`src/sce_cfg.svh`:
```
`ifndef SCE_CFG_SVH
`define SCE_CFG_SVH

// Register offsets, byte addresses on the peripheral bus
`define SCE_ADDR_W 12
`define SCE_TASK_START_OFS 12'h000
`define SCE_TASK_STOP_OFS 12'h004
`define SCE_TASK_CLEAR_OFS 12'h008
`define SCE_TASK_NEAR_WRAP_OFS 12'h00C
`define SCE_TICK_FLAG_OFS 12'h100
`define SCE_WRAP_FLAG_OFS 12'h104
`define SCE_MATCH_FLAG_OFS 12'h140
`define SCE_TICK_PUB_OFS 12'h180
`define SCE_WRAP_PUB_OFS 12'h184
`define SCE_MATCH_PUB_OFS 12'h1C0
`define SCE_IRQ_SET_OFS 12'h304
`define SCE_IRQ_CLR_OFS 12'h308
`define SCE_ROUTE_OFS 12'h340
`define SCE_ROUTE_SET_OFS 12'h344
`define SCE_ROUTE_CLR_OFS 12'h348
`define SCE_COUNT_OFS 12'h504
`define SCE_RATE_OFS 12'h508
`define SCE_MATCH_VAL_OFS 12'h540
`define SCE_STRIDE 12'h004

// Field layout
`define SCE_EVT_N 6
`define SCE_MATCH_N 4
`define SCE_CHAN_W 4
`define SCE_CHAN_N 16
`define SCE_PUB_EN_BIT 31
`define SCE_COUNT_W 24
`define SCE_RATE_W 12

// Reset and load values
`define SCE_ZERO_WORD 32'h0000_0000
`define SCE_NEAR_WRAP_VAL 24'hFFFFF0
`define SCE_COUNT_MAX 24'hFFFFFF

// Timing
`define SCE_CLK_HZ 250000000
`define SCE_SLOW_HZ 32768
`define SCE_COUNT_WAIT 2'h3

`endif

```
`src/sce_pkg.sv`:
```
package sce_pkg;

  // One bit per event source: tick, wrap-around, four matches
  typedef struct packed {
    logic [3:0] match;
    logic wrap;
    logic tick;
  } sce_evt_t;

  // Broadcast configuration of one event
  typedef struct packed {
    logic en;
    logic [3:0] chan;
  } sce_pub_t;

endpackage : sce_pkg

```
`src/sce_event_regs.sv`:
```
`timescale 1ns/100ps
`include "sce_cfg.svh"
module sce_event_regs
  import sce_pkg::*;
#(
  parameter int SLOW_DIV = `SCE_CLK_HZ / `SCE_SLOW_HZ
)
(
  input wire logic clock,
  input wire logic nrst,
  input wire logic psel,
  input wire logic penable,
  input wire logic pwrite,
  input wire logic [`SCE_ADDR_W-1:0] paddr,
  input wire logic [31:0] pwdata,
  output logic [31:0] prdata,
  output logic pready,
  output logic irq,
  output sce_evt_t route_evt,
  output logic [`SCE_CHAN_N-1:0] chan_pulse,
  output logic running
);

  // Reset release through two flops; assertion stays asynchronous
  logic rst_meta_reg;
  logic rst_n_reg;

  always_ff @(posedge clock or negedge nrst)
  begin
    if (!nrst)
    begin
      rst_meta_reg <= 1'b0;
      rst_n_reg <= 1'b0;
    end
    else
    begin
      rst_meta_reg <= 1'b1;
      rst_n_reg <= rst_meta_reg;
    end
  end

  // State
  logic [`SCE_EVT_N-1:0] flag_reg;
  logic [`SCE_EVT_N-1:0] irq_en_reg;
  logic [`SCE_EVT_N-1:0] route_reg;
  sce_pub_t pub_reg [`SCE_EVT_N];
  logic [`SCE_COUNT_W-1:0] match_reg [`SCE_MATCH_N];
  logic [`SCE_RATE_W-1:0] rate_reg;
  logic [`SCE_RATE_W-1:0] pre_cnt_reg;
  logic [`SCE_COUNT_W-1:0] count_reg;
  logic [`SCE_COUNT_W-1:0] snap_reg;
  logic [15:0] div_cnt_reg;
  logic run_reg;
  logic [1:0] wait_reg;
  logic pready_reg;
  logic [31:0] prdata_reg;
  logic irq_reg;
  logic [`SCE_EVT_N-1:0] route_pulse_reg;
  logic [`SCE_CHAN_N-1:0] chan_pulse_reg;

  // Bus phases: setup cycle, and the access cycle that completes
  wire setup_phase = psel & ~penable;
  wire access_done = psel & penable & pready_reg;
  wire wr_fire = access_done & pwrite;
  wire is_count_rd = setup_phase & ~pwrite & (paddr == `SCE_COUNT_OFS);

  // Register hits for single-instance registers
  wire hit_start = (paddr == `SCE_TASK_START_OFS);
  wire hit_stop = (paddr == `SCE_TASK_STOP_OFS);
  wire hit_clear = (paddr == `SCE_TASK_CLEAR_OFS);
  wire hit_near = (paddr == `SCE_TASK_NEAR_WRAP_OFS);
  wire hit_irq_set = (paddr == `SCE_IRQ_SET_OFS);
  wire hit_irq_clr = (paddr == `SCE_IRQ_CLR_OFS);
  wire hit_route = (paddr == `SCE_ROUTE_OFS);
  wire hit_route_set = (paddr == `SCE_ROUTE_SET_OFS);
  wire hit_route_clr = (paddr == `SCE_ROUTE_CLR_OFS);
  wire hit_rate = (paddr == `SCE_RATE_OFS);

  // Task strobes only act on a written 1, as a trigger
  wire do_start = wr_fire & hit_start & pwdata[0];
  wire do_stop = wr_fire & hit_stop & pwdata[0];
  wire do_clear = wr_fire & hit_clear & pwdata[0];
  wire do_near = wr_fire & hit_near & pwdata[0];

  // Slow clock stand-in: one-cycle enable every SLOW_DIV fast cycles
  wire slow_en = (div_cnt_reg == 16'(SLOW_DIV - 1));

  always_ff @(posedge clock or negedge rst_n_reg)
  begin
    if (!rst_n_reg)
      div_cnt_reg <= 16'h0000;
    else if (slow_en)
      div_cnt_reg <= 16'h0000;
    else
      div_cnt_reg <= div_cnt_reg + 16'h0001;
  end

  // Counter advance: prescaler terminal count on a slow enable
  // Divider is compared for equality, so a change while counting would skip a
  // whole wrap of the prescale counter; software keeps it still then
  wire pre_term = (pre_cnt_reg == rate_reg);
  wire tick_now = run_reg & slow_en & pre_term;
  wire [`SCE_COUNT_W-1:0] count_inc = count_reg + 24'h000001;

  // Events raised this cycle
  logic [`SCE_EVT_N-1:0] evt_now;
  assign evt_now[0] = tick_now;
  assign evt_now[1] = tick_now & (count_reg == `SCE_COUNT_MAX);

  always_ff @(posedge clock or negedge rst_n_reg)
  begin
    if (!rst_n_reg)
      pre_cnt_reg <= 12'h000;
    else if (do_clear || tick_now)
      pre_cnt_reg <= 12'h000;
    else if (run_reg && slow_en)
      pre_cnt_reg <= pre_cnt_reg + 12'h001;
  end

  // Run state: stop wins over a start in the same cycle
  always_ff @(posedge clock or negedge rst_n_reg)
  begin
    if (!rst_n_reg)
      run_reg <= 1'b0;
    else if (do_stop)
      run_reg <= 1'b0;
    else if (do_start)
      run_reg <= 1'b1;
  end

  // Counter: tasks take priority over a tick in the same cycle
  always_ff @(posedge clock or negedge rst_n_reg)
  begin
    if (!rst_n_reg)
      count_reg <= 24'h000000;
    else if (do_clear)
      count_reg <= 24'h000000;
    else if (do_near)
      count_reg <= `SCE_NEAR_WRAP_VAL;
    else if (tick_now)
      count_reg <= count_inc;
  end

  // Per-event flag, broadcast word and channel contribution
  logic [`SCE_CHAN_N-1:0] chan_vec [`SCE_EVT_N];
  logic [31:0] flag_rd [`SCE_EVT_N];
  logic [31:0] pub_rd [`SCE_EVT_N];

  genvar gi;
  generate
    for (gi = 0; gi < `SCE_EVT_N; gi++)
    begin : g_evt
      localparam logic [`SCE_ADDR_W-1:0] FLAG_OFS = (gi < 2) ?
        `SCE_TICK_FLAG_OFS + 12'(4 * gi) : `SCE_MATCH_FLAG_OFS + 12'(4 * (gi - 2));
      localparam logic [`SCE_ADDR_W-1:0] PUB_OFS = (gi < 2) ?
        `SCE_TICK_PUB_OFS + 12'(4 * gi) : `SCE_MATCH_PUB_OFS + 12'(4 * (gi - 2));
      wire hit_flag = (paddr == FLAG_OFS);
      wire hit_pub = (paddr == PUB_OFS);
      // A hardware event in the clearing cycle wins over the software write
      wire flag_next = evt_now[gi] | ((wr_fire & hit_flag) ? pwdata[0] : flag_reg[gi]);

      always_ff @(posedge clock or negedge rst_n_reg)
      begin
        if (!rst_n_reg)
        begin
          flag_reg[gi] <= 1'b0;
          pub_reg[gi] <= '0;
        end
        else
        begin
          flag_reg[gi] <= flag_next;
          if (wr_fire && hit_pub)
            pub_reg[gi] <= {pwdata[`SCE_PUB_EN_BIT], pwdata[`SCE_CHAN_W-1:0]};
        end
      end

      // One-hot channel drive, silent while the enable bit is 0
      assign chan_vec[gi] = (evt_now[gi] && pub_reg[gi].en) ?
        (16'h0001 << pub_reg[gi].chan) : 16'h0000;
      assign flag_rd[gi] = hit_flag ? {31'h0, flag_reg[gi]} : `SCE_ZERO_WORD;
      assign pub_rd[gi] = hit_pub ?
        {pub_reg[gi].en, 27'h0, pub_reg[gi].chan} : `SCE_ZERO_WORD;
    end
  endgenerate

  // Match values and their compare against the next count
  logic [31:0] match_rd [`SCE_MATCH_N];

  generate
    for (gi = 0; gi < `SCE_MATCH_N; gi++)
    begin : g_match
      localparam logic [`SCE_ADDR_W-1:0] VAL_OFS = `SCE_MATCH_VAL_OFS + 12'(4 * gi);
      wire hit_val = (paddr == VAL_OFS);

      always_ff @(posedge clock or negedge rst_n_reg)
      begin
        if (!rst_n_reg)
          match_reg[gi] <= 24'h000000;
        else if (wr_fire && hit_val)
          match_reg[gi] <= pwdata[`SCE_COUNT_W-1:0];
      end

      assign evt_now[gi + 2] = tick_now & (count_inc == match_reg[gi]);
      assign match_rd[gi] = hit_val ? {8'h00, match_reg[gi]} : `SCE_ZERO_WORD;
    end
  endgenerate

  // Interrupt enables set and clear by written ones; routing mask written whole, or set and clear by written ones
  always_ff @(posedge clock or negedge rst_n_reg)
  begin
    if (!rst_n_reg)
    begin
      irq_en_reg <= 6'h00;
      route_reg <= 6'h00;
    end
    else if (wr_fire)
    begin
      if (hit_irq_set)
        irq_en_reg <= irq_en_reg | pwdata[`SCE_EVT_N-1:0];
      else if (hit_irq_clr)
        irq_en_reg <= irq_en_reg & ~pwdata[`SCE_EVT_N-1:0];
      if (hit_route)
        route_reg <= pwdata[`SCE_EVT_N-1:0];
      else if (hit_route_set)
        route_reg <= route_reg | pwdata[`SCE_EVT_N-1:0];
      else if (hit_route_clr)
        route_reg <= route_reg & ~pwdata[`SCE_EVT_N-1:0];
    end
  end

  // Rate divider, 12 bits kept, upper bits dropped
  always_ff @(posedge clock or negedge rst_n_reg)
  begin
    if (!rst_n_reg)
      rate_reg <= 12'h000;
    else if (wr_fire && hit_rate)
      rate_reg <= pwdata[`SCE_RATE_W-1:0];
  end

  // Read data for zero-wait registers, zero for unmapped addresses
  logic [31:0] rd_mux;

  always_comb
  begin
    rd_mux = `SCE_ZERO_WORD;
    if (hit_irq_set || hit_irq_clr)
      rd_mux = {26'h0, irq_en_reg};
    else if (hit_route || hit_route_set || hit_route_clr)
      rd_mux = {26'h0, route_reg};
    else if (hit_rate)
      rd_mux = {20'h0, rate_reg};
    for (int i = 0; i < `SCE_EVT_N; i++)
      rd_mux = rd_mux | flag_rd[i] | pub_rd[i];
    for (int i = 0; i < `SCE_MATCH_N; i++)
      rd_mux = rd_mux | match_rd[i];
  end

  // Bus answer: counter reads wait three cycles while the count is sampled,
  // everything else answers in the first access cycle
  always_ff @(posedge clock or negedge rst_n_reg)
  begin
    if (!rst_n_reg)
    begin
      wait_reg <= 2'h0;
      pready_reg <= 1'b0;
      prdata_reg <= `SCE_ZERO_WORD;
    end
    else if (is_count_rd)
    begin
      wait_reg <= `SCE_COUNT_WAIT;
      pready_reg <= 1'b0;
    end
    else if (setup_phase)
    begin
      pready_reg <= 1'b1;
      prdata_reg <= pwrite ? `SCE_ZERO_WORD : rd_mux;
    end
    else if (wait_reg != 2'h0)
    begin
      wait_reg <= wait_reg - 2'h1;
      if (wait_reg == 2'h1)
      begin
        pready_reg <= 1'b1;
        prdata_reg <= {8'h00, snap_reg};
      end
    end
    else if (access_done)
      pready_reg <= 1'b0;
  end

  // Sampled copy of the count taken in the first wait cycle, so the value
  // returned never tears against a tick landing late in the read
  always_ff @(posedge clock or negedge rst_n_reg)
  begin
    if (!rst_n_reg)
      snap_reg <= 24'h000000;
    else if (wait_reg == `SCE_COUNT_WAIT)
      snap_reg <= count_reg;
  end

  // Outputs: interrupt level, routed event pulses, channel pulses
  logic [`SCE_CHAN_N-1:0] chan_next;

  always_comb
  begin
    chan_next = 16'h0000;
    for (int i = 0; i < `SCE_EVT_N; i++)
      chan_next = chan_next | chan_vec[i];
  end

  always_ff @(posedge clock or negedge rst_n_reg)
  begin
    if (!rst_n_reg)
    begin
      irq_reg <= 1'b0;
      route_pulse_reg <= 6'h00;
      chan_pulse_reg <= 16'h0000;
    end
    else
    begin
      irq_reg <= |(flag_reg & irq_en_reg);
      route_pulse_reg <= evt_now & route_reg;
      chan_pulse_reg <= chan_next;
    end
  end

  assign prdata = prdata_reg;
  assign pready = pready_reg;
  assign irq = irq_reg;
  assign route_evt = sce_evt_t'(route_pulse_reg);
  assign chan_pulse = chan_pulse_reg;
  assign running = run_reg;

endmodule : sce_event_regs

```
`config.mk`:
```
export PLATFORM = sky130hd
export DESIGN_NAME = sce_event_regs
export DESIGN_NICKNAME = d
export VERILOG_FILES = /design/src/sce_pkg.sv /design/src/sce_event_regs.sv
export VERILOG_INCLUDE_DIRS = /design/src
export SDC_FILE = /design/constraint.sdc
export NUM_CORES = 1
export LEC_CHECK = 0
export BUFFER_PORTS_ARGS = -buffer_cell sky130_fd_sc_hd__clkbuf_2
export CAP_MARGIN = 10
export CORE_ASPECT_RATIO = 2
export CORE_MARGIN = 5
export CORE_UTILIZATION = 50
export CTS_BUF_LIST = sky130_fd_sc_hd__clkbuf_4 sky130_fd_sc_hd__clkbuf_8
export DETAILED_ROUTE_END_ITERATION = 6
export PLACE_DENSITY = 0.7
export SLEW_MARGIN = 20
export SYNTH_ARGS = -nofsm -noshare
export SYNTH_HDL_FRONTEND = slang
export SYNTH_SLANG_ARGS = --single-unit
```
`constraint.sdc`:
```
create_clock -name clock -period 9.27 [get_ports clock]
set_clock_uncertainty 0.2 [all_clocks]
set_input_delay 0.4635 -clock clock [delete_from_list [all_inputs] [get_ports clock]]
set_output_delay 0.4635 -clock clock [all_outputs]
set_load 0.1 [all_outputs]
```
# Yosys cells after proc, flatten, opt, wreduce, memory -nomap -nowiden
# Cells that the tools add are included.
# op_classes
add_sub_neg	4
n_eq_ne	37
shift	6
n_mux	56
n_bitwise	64
reduce_logical	39
# op_table
cell	n
$mux W32	10
$or A32 B1 Y32	6
$or A32 B32 Y32	6
$mux W24	7
$eq A12 B9 Y1 const B	12
$or A32 B24 Y32	4
$mux W16	7
$eq A24 B24 Y1	4
$shl A1 B4 Y16 const A	6
$or A16 B16 Y16	5
$eq A12 B11 Y1 const B	6
$eq A12 B10 Y1 const B	5
$mux W12	5
$mux W6	5
$and A1 B1 Y1	27
$add A24 B1 Y24 const B	1
$and A6 B6 Y6	4
$eq A12 B4 Y1 const B	2
$eq A24 B24 Y1 const B	1
$mux W1	19
$logic_and A1 B1 Y1	18
$add A16 B1 Y16 const B	1
$eq A16 B13 Y1 const B	1
$reduce_bool A2 Y1	7
20 further kinds	37
# word_totals
ff_bits	293
inputBits	49

# Logic depth before layout (Yosys ltp)
# depth
depth_word	23
ltp_mapped	13
ltp_nobuf	11

# Worst setup path after synthesis
# Ideal clock, no wire load.
# synth_path
path_type	register to register
from	register count_reg[1]
to	register chan_pulse_reg[11], in the netlist chan_pulse[11]
t_arrival_ns	3.388
path_slack_ns	5.595
stages_incl_launch_ff	13
synth_period_minus_slack_ns	3.675
cell_sequence	dfrtp_1 -> ha_1 -> buf_2 -> nand4_1 -> nor4_1 -> xnor2_1 -> xor2_1 -> o211ai_1 -> or4_1 -> nor4_4 -> buf_6 -> a31oi_1 -> o211ai_1
# synth_via
elab_chain_cells	9
elab_cells_between_ends	26
# synth_rtl
element	line_no	source
start: declaration	sce_event_regs.sv:50	logic [`SCE_COUNT_W-1:0] count_reg;
start signal: assignment	sce_event_regs.sv:139	count_reg <= `SCE_NEAR_WRAP_VAL;
start signal: assignment	sce_event_regs.sv:141	count_reg <= count_inc;
$add A24 B1 Y24 or $eq A24 B24 Y1 (tied branches)	n/a	
$eq A24 B24 Y1 or $and A1 B1 Y1 (tied branches)	sce_event_regs.sv:203, sce_event_regs.sv:108	
$and A1 B1 Y1 or $logic_and A1 B1 Y1 (tied branches)	sce_event_regs.sv:203, sce_event_regs.sv:178	
$logic_and A1 B1 Y1 or $mux W16 (tied branches)	sce_event_regs.sv:178	assign chan_vec[gi] = (evt_now[gi] && pub_reg[gi].en) ?
$mux W16 or $or A16 B16 Y16 (tied branches)	sce_event_regs.sv:178, sce_event_regs.sv:308	
$or A16 B16 Y16 (3 in series)	sce_event_regs.sv:308	chan_next = chan_next | chan_vec[i];
$or A16 B16 Y16 *	sce_event_regs.sv:308	
net chan_next[11]	sce_event_regs.sv:302	logic [`SCE_CHAN_N-1:0] chan_next;
end signal: assignment	sce_event_regs.sv:323	chan_pulse_reg <= chan_next;
end: declaration	sce_event_regs.sv:59	logic [`SCE_CHAN_N-1:0] chan_pulse_reg;
# The timed path passes the listed nets; every way through them passes the cells marked *.
# A chain may end at the register's enable or synchronous reset.

# Final worst setup path
# layout_path
from	register count_reg[9]
to	register chan_pulse_reg[9], in the netlist chan_pulse[9]
# Same word-level chain as after synthesis.

==> results.toml <==
[setup_path]
rr_startpoint = "count_reg[9]"
critPathRequiredTime_ns = 9.57
worst-path-max-fanout = 19
critPathLaunch = "count_reg[9]"
cp_num_buf_inv = 0
cp_data_arrival_time_ns = 5.56
regToRegSetupSlack_ns = 4.01
r2r_cells = 9
cpPeakStageDelay_ns = 0.89
worst_r2r_endpoint = "chan_pulse[9]"
cp-start-kind = "flop"
cp_slowest_cell = "dfrtp_1"
cp_top_family = "simple AND/OR/NAND/NOR gates"
cp-end-kind = "flop"
path_cells = "nand4_2 -> nor4_2 -> and3_1 -> xnor2_1 -> o221ai_1 -> or4_1 -> nor4_4 -> nand4_1 -> o2111ai_1"
worstSetupPathType = "reg2reg"

[detailed_routing]
dr.pass1.iters = 7
num_vias = 14170
wirelength_mm = 63.54
postRouteAntennaNets = 0
routed_via_density = 6.506
wire_per_inst_um = 29.17
drtIter0Drc = 1273
drc = 2

[yosys]
yosys-top-cells-area = "dfrtp_1 43%, mux2_2 11%, xnor2_1 4.5%"
yosysWarnings = 0
synth_area_per_cell_um2 = 10.11
yosysMostFrequentCell = "dfrtp_1"
netlist_instances = 1631
ys_dominant_reg_cell = "dfrtp_1"
syn_area_um2 = 16490
async_flop_share = 1.000
yosysSeqAreaShare = 0.4339
synth.distinct_cells = 79
ys_seq_elements = 286
synth_top_area_share = 0.4339
synthTopCellsByCount = "286 x dfrtp_1, 166 x mux2_2, 138 x nand2_1, 93 x nor2_1, 84 x xnor2_1"
yosysTopAreaCell = "dfrtp_1"
synth_edf_count = 0

[grt]
grtUsageTotal = 0.3360
globalRoute.totalOverflow = 0
grt_max_degree = 158
grt_use_met2 = 0.6063
busiest_layer = "met2"
grt_pass1_vias = 14537
grt_util_met1 = 0.3154
grt_pass1_wl_mm = 92.58
antenna_found_initial = 1
grtUsageMet3 = 0.05504

[sta]
setup_viol = 0
hold_viol_final = 0
setup_ws_ns = 4.009
finalSetupTns_ns = 0
fin_crit_sh = 0.5676
fmax_ghz = 0.1901
rsz0062_at_grt = "no"
timing_worst_slew_pin_value_ns = 1.150
slew_viol_final = 0
fin_crit_ns = 5.261
max_slew_margin = 0.2286

[floorplan]
start_util = 0.5027
ios = 106
core.rowCount = 94
coreArea_um2 = 32810
dieWidth_um = 138.4
die-area_um2 = 36940
dieHeight_um = 266.9

[layout]
drive_above_1_share = 0.2236
n_fill_cell = 2950
largest_reg_flops = 96
layout.nets = 1771
fin_cells = 2178
area_growth_pct = 11.62

[place]
dp_hpwl_mm = 47.25
gp_congestion = 1.012
dp_cells = 2081
io_buffer_count = 91
place_ws_ns = 4.248

[hold_path]
hp-start = "psel"
hold_end = "pready"
hold_path.class = "in2reg"
hold_depth = 4

[clock_tree]
cts_buffers = 42
post_cts_resized = 0
clk_latency_ns = 0.59
clockBufferDepth = 3
post_cts_buffers = 0
cts_tree = "done"
postCtsHoldBufs = 21
path_clk_slew_ns = 0.07
cts_sinks = 286
cts-htree-levels = 2
ctsRootBufferMaster = "clkbuf_8"

[run]
drv_cap = 0

[pwr]
peakVddDrop_uv = 251.7
powerDensity_nw_per_um2 = 171.2
leakagePower_nw = 8.073

[run_status]
outcome = "finished with violations"
violations = "DRC"
-- final cells by class --
type                    count  area (um^2)  share of cell area
diodes                      2        5.005           0.0002718
clock buffers              64        787.0             0.04275
clock inverters             9        73.82            0.004010
inverters                  25        93.84            0.005097
multi-input cells        1224         8875              0.4820
flip-flops and latches    286         7161              0.3889
well taps                 432        540.5             0.02936
repair buffers            136        875.8             0.04757
-- report_power, final --
part | internal, mW | switching, mW
clock network | 0.570 | 0.504
logic | 0.132 | 0.588
registers | 1.31 | 0.0474
total | 2.01 | 1.14
-- logic make-up (layout without fill, tap and decap cells) --
kind of cell               count (synthesis)  count (layout)  share of synthesized area
adders and majority gates                  7               7                   0.005310
and+or+nand+nor                          557             557                     0.1823
muxes                                    174             174                     0.1182
AOI/OAI and AO/OA                        311             311                     0.1381
other                                      2              10                  0.0004553
buffers and inverters                    127             234                    0.03307
xor gates and xnor gates                 167             167                    0.08868
DFF                                      286             286                     0.4339
-- tightest hold or removal path: stages --
cell and delay [ns]:
clkbuf_2 0.12, o21ai_0 0.09, nand2_1 0.06, nand2_1 0.05
-- placed cells by master (no fill, tap or decap), types with 17 or more instances in the layout --
cell	Yosys	routed
a21oi_1	46	46
a221oi_1	22	22
a222oi_1	17	17
a22o_1	22	22
a22oi_1	37	37
and3_1	26	26
buf_4	12	21
clkbuf_2	0	91
clkbuf_8	0	49
dfrtp_1	286	285
dlygate4sd3_1	0	21
inv_1	25	25
mux2_2	166	166
nand2_1	138	137
nand2b_1	23	23
nand3_1	53	53
nand4_1	48	48
nor2_1	93	88
nor2b_1	19	19
nor3_1	45	45
o21ai_0	45	45
xnor2_1	84	84
xor2_1	83	83
-- per-stage QoR --
| stage | hold slack, ns | area, um^2 | util | power (mW) |
|---|---|---|---|---|
| after detailed placement | 0.05050 | 17310 | 0.5275 | 2.082 |
| after global placement | 0.04871 | 17300 | 0.5273 | 2.070 |
| after global routing | 0.05682 | 18410 | 0.5610 | 3.262 |
| after floorplan | -0.03209 | 16520 | - | 1.942 |
| after CTS | 0.01389 | 18380 | 0.5601 | 3.161 |
| final | 0.03440 | 18410 | 0.5611 | 3.151 |
-- metal layers --
layer / vias to the layer above / routed length [um]
met5: - / 0
met4: 0 / 7312
met1: 6988 / 19630
li1: 6204 / -
met2: 690 / 33200
met3: 288 / 3392
-- worst max-delay path by stage --
stage	endpoint	depth (start not counted)
6_report	chan_pulse[9]	9
5_1_grt	chan_pulse[9]	10
4_1_cts	chan_pulse[9]	9
3_5_place_dp	chan_pulse[9]	9
3_3_place_gp	chan_pulse[13]	10
2_1_floorplan	asynchronous set/reset pin	0
Power figures use the tool's default switching activity.
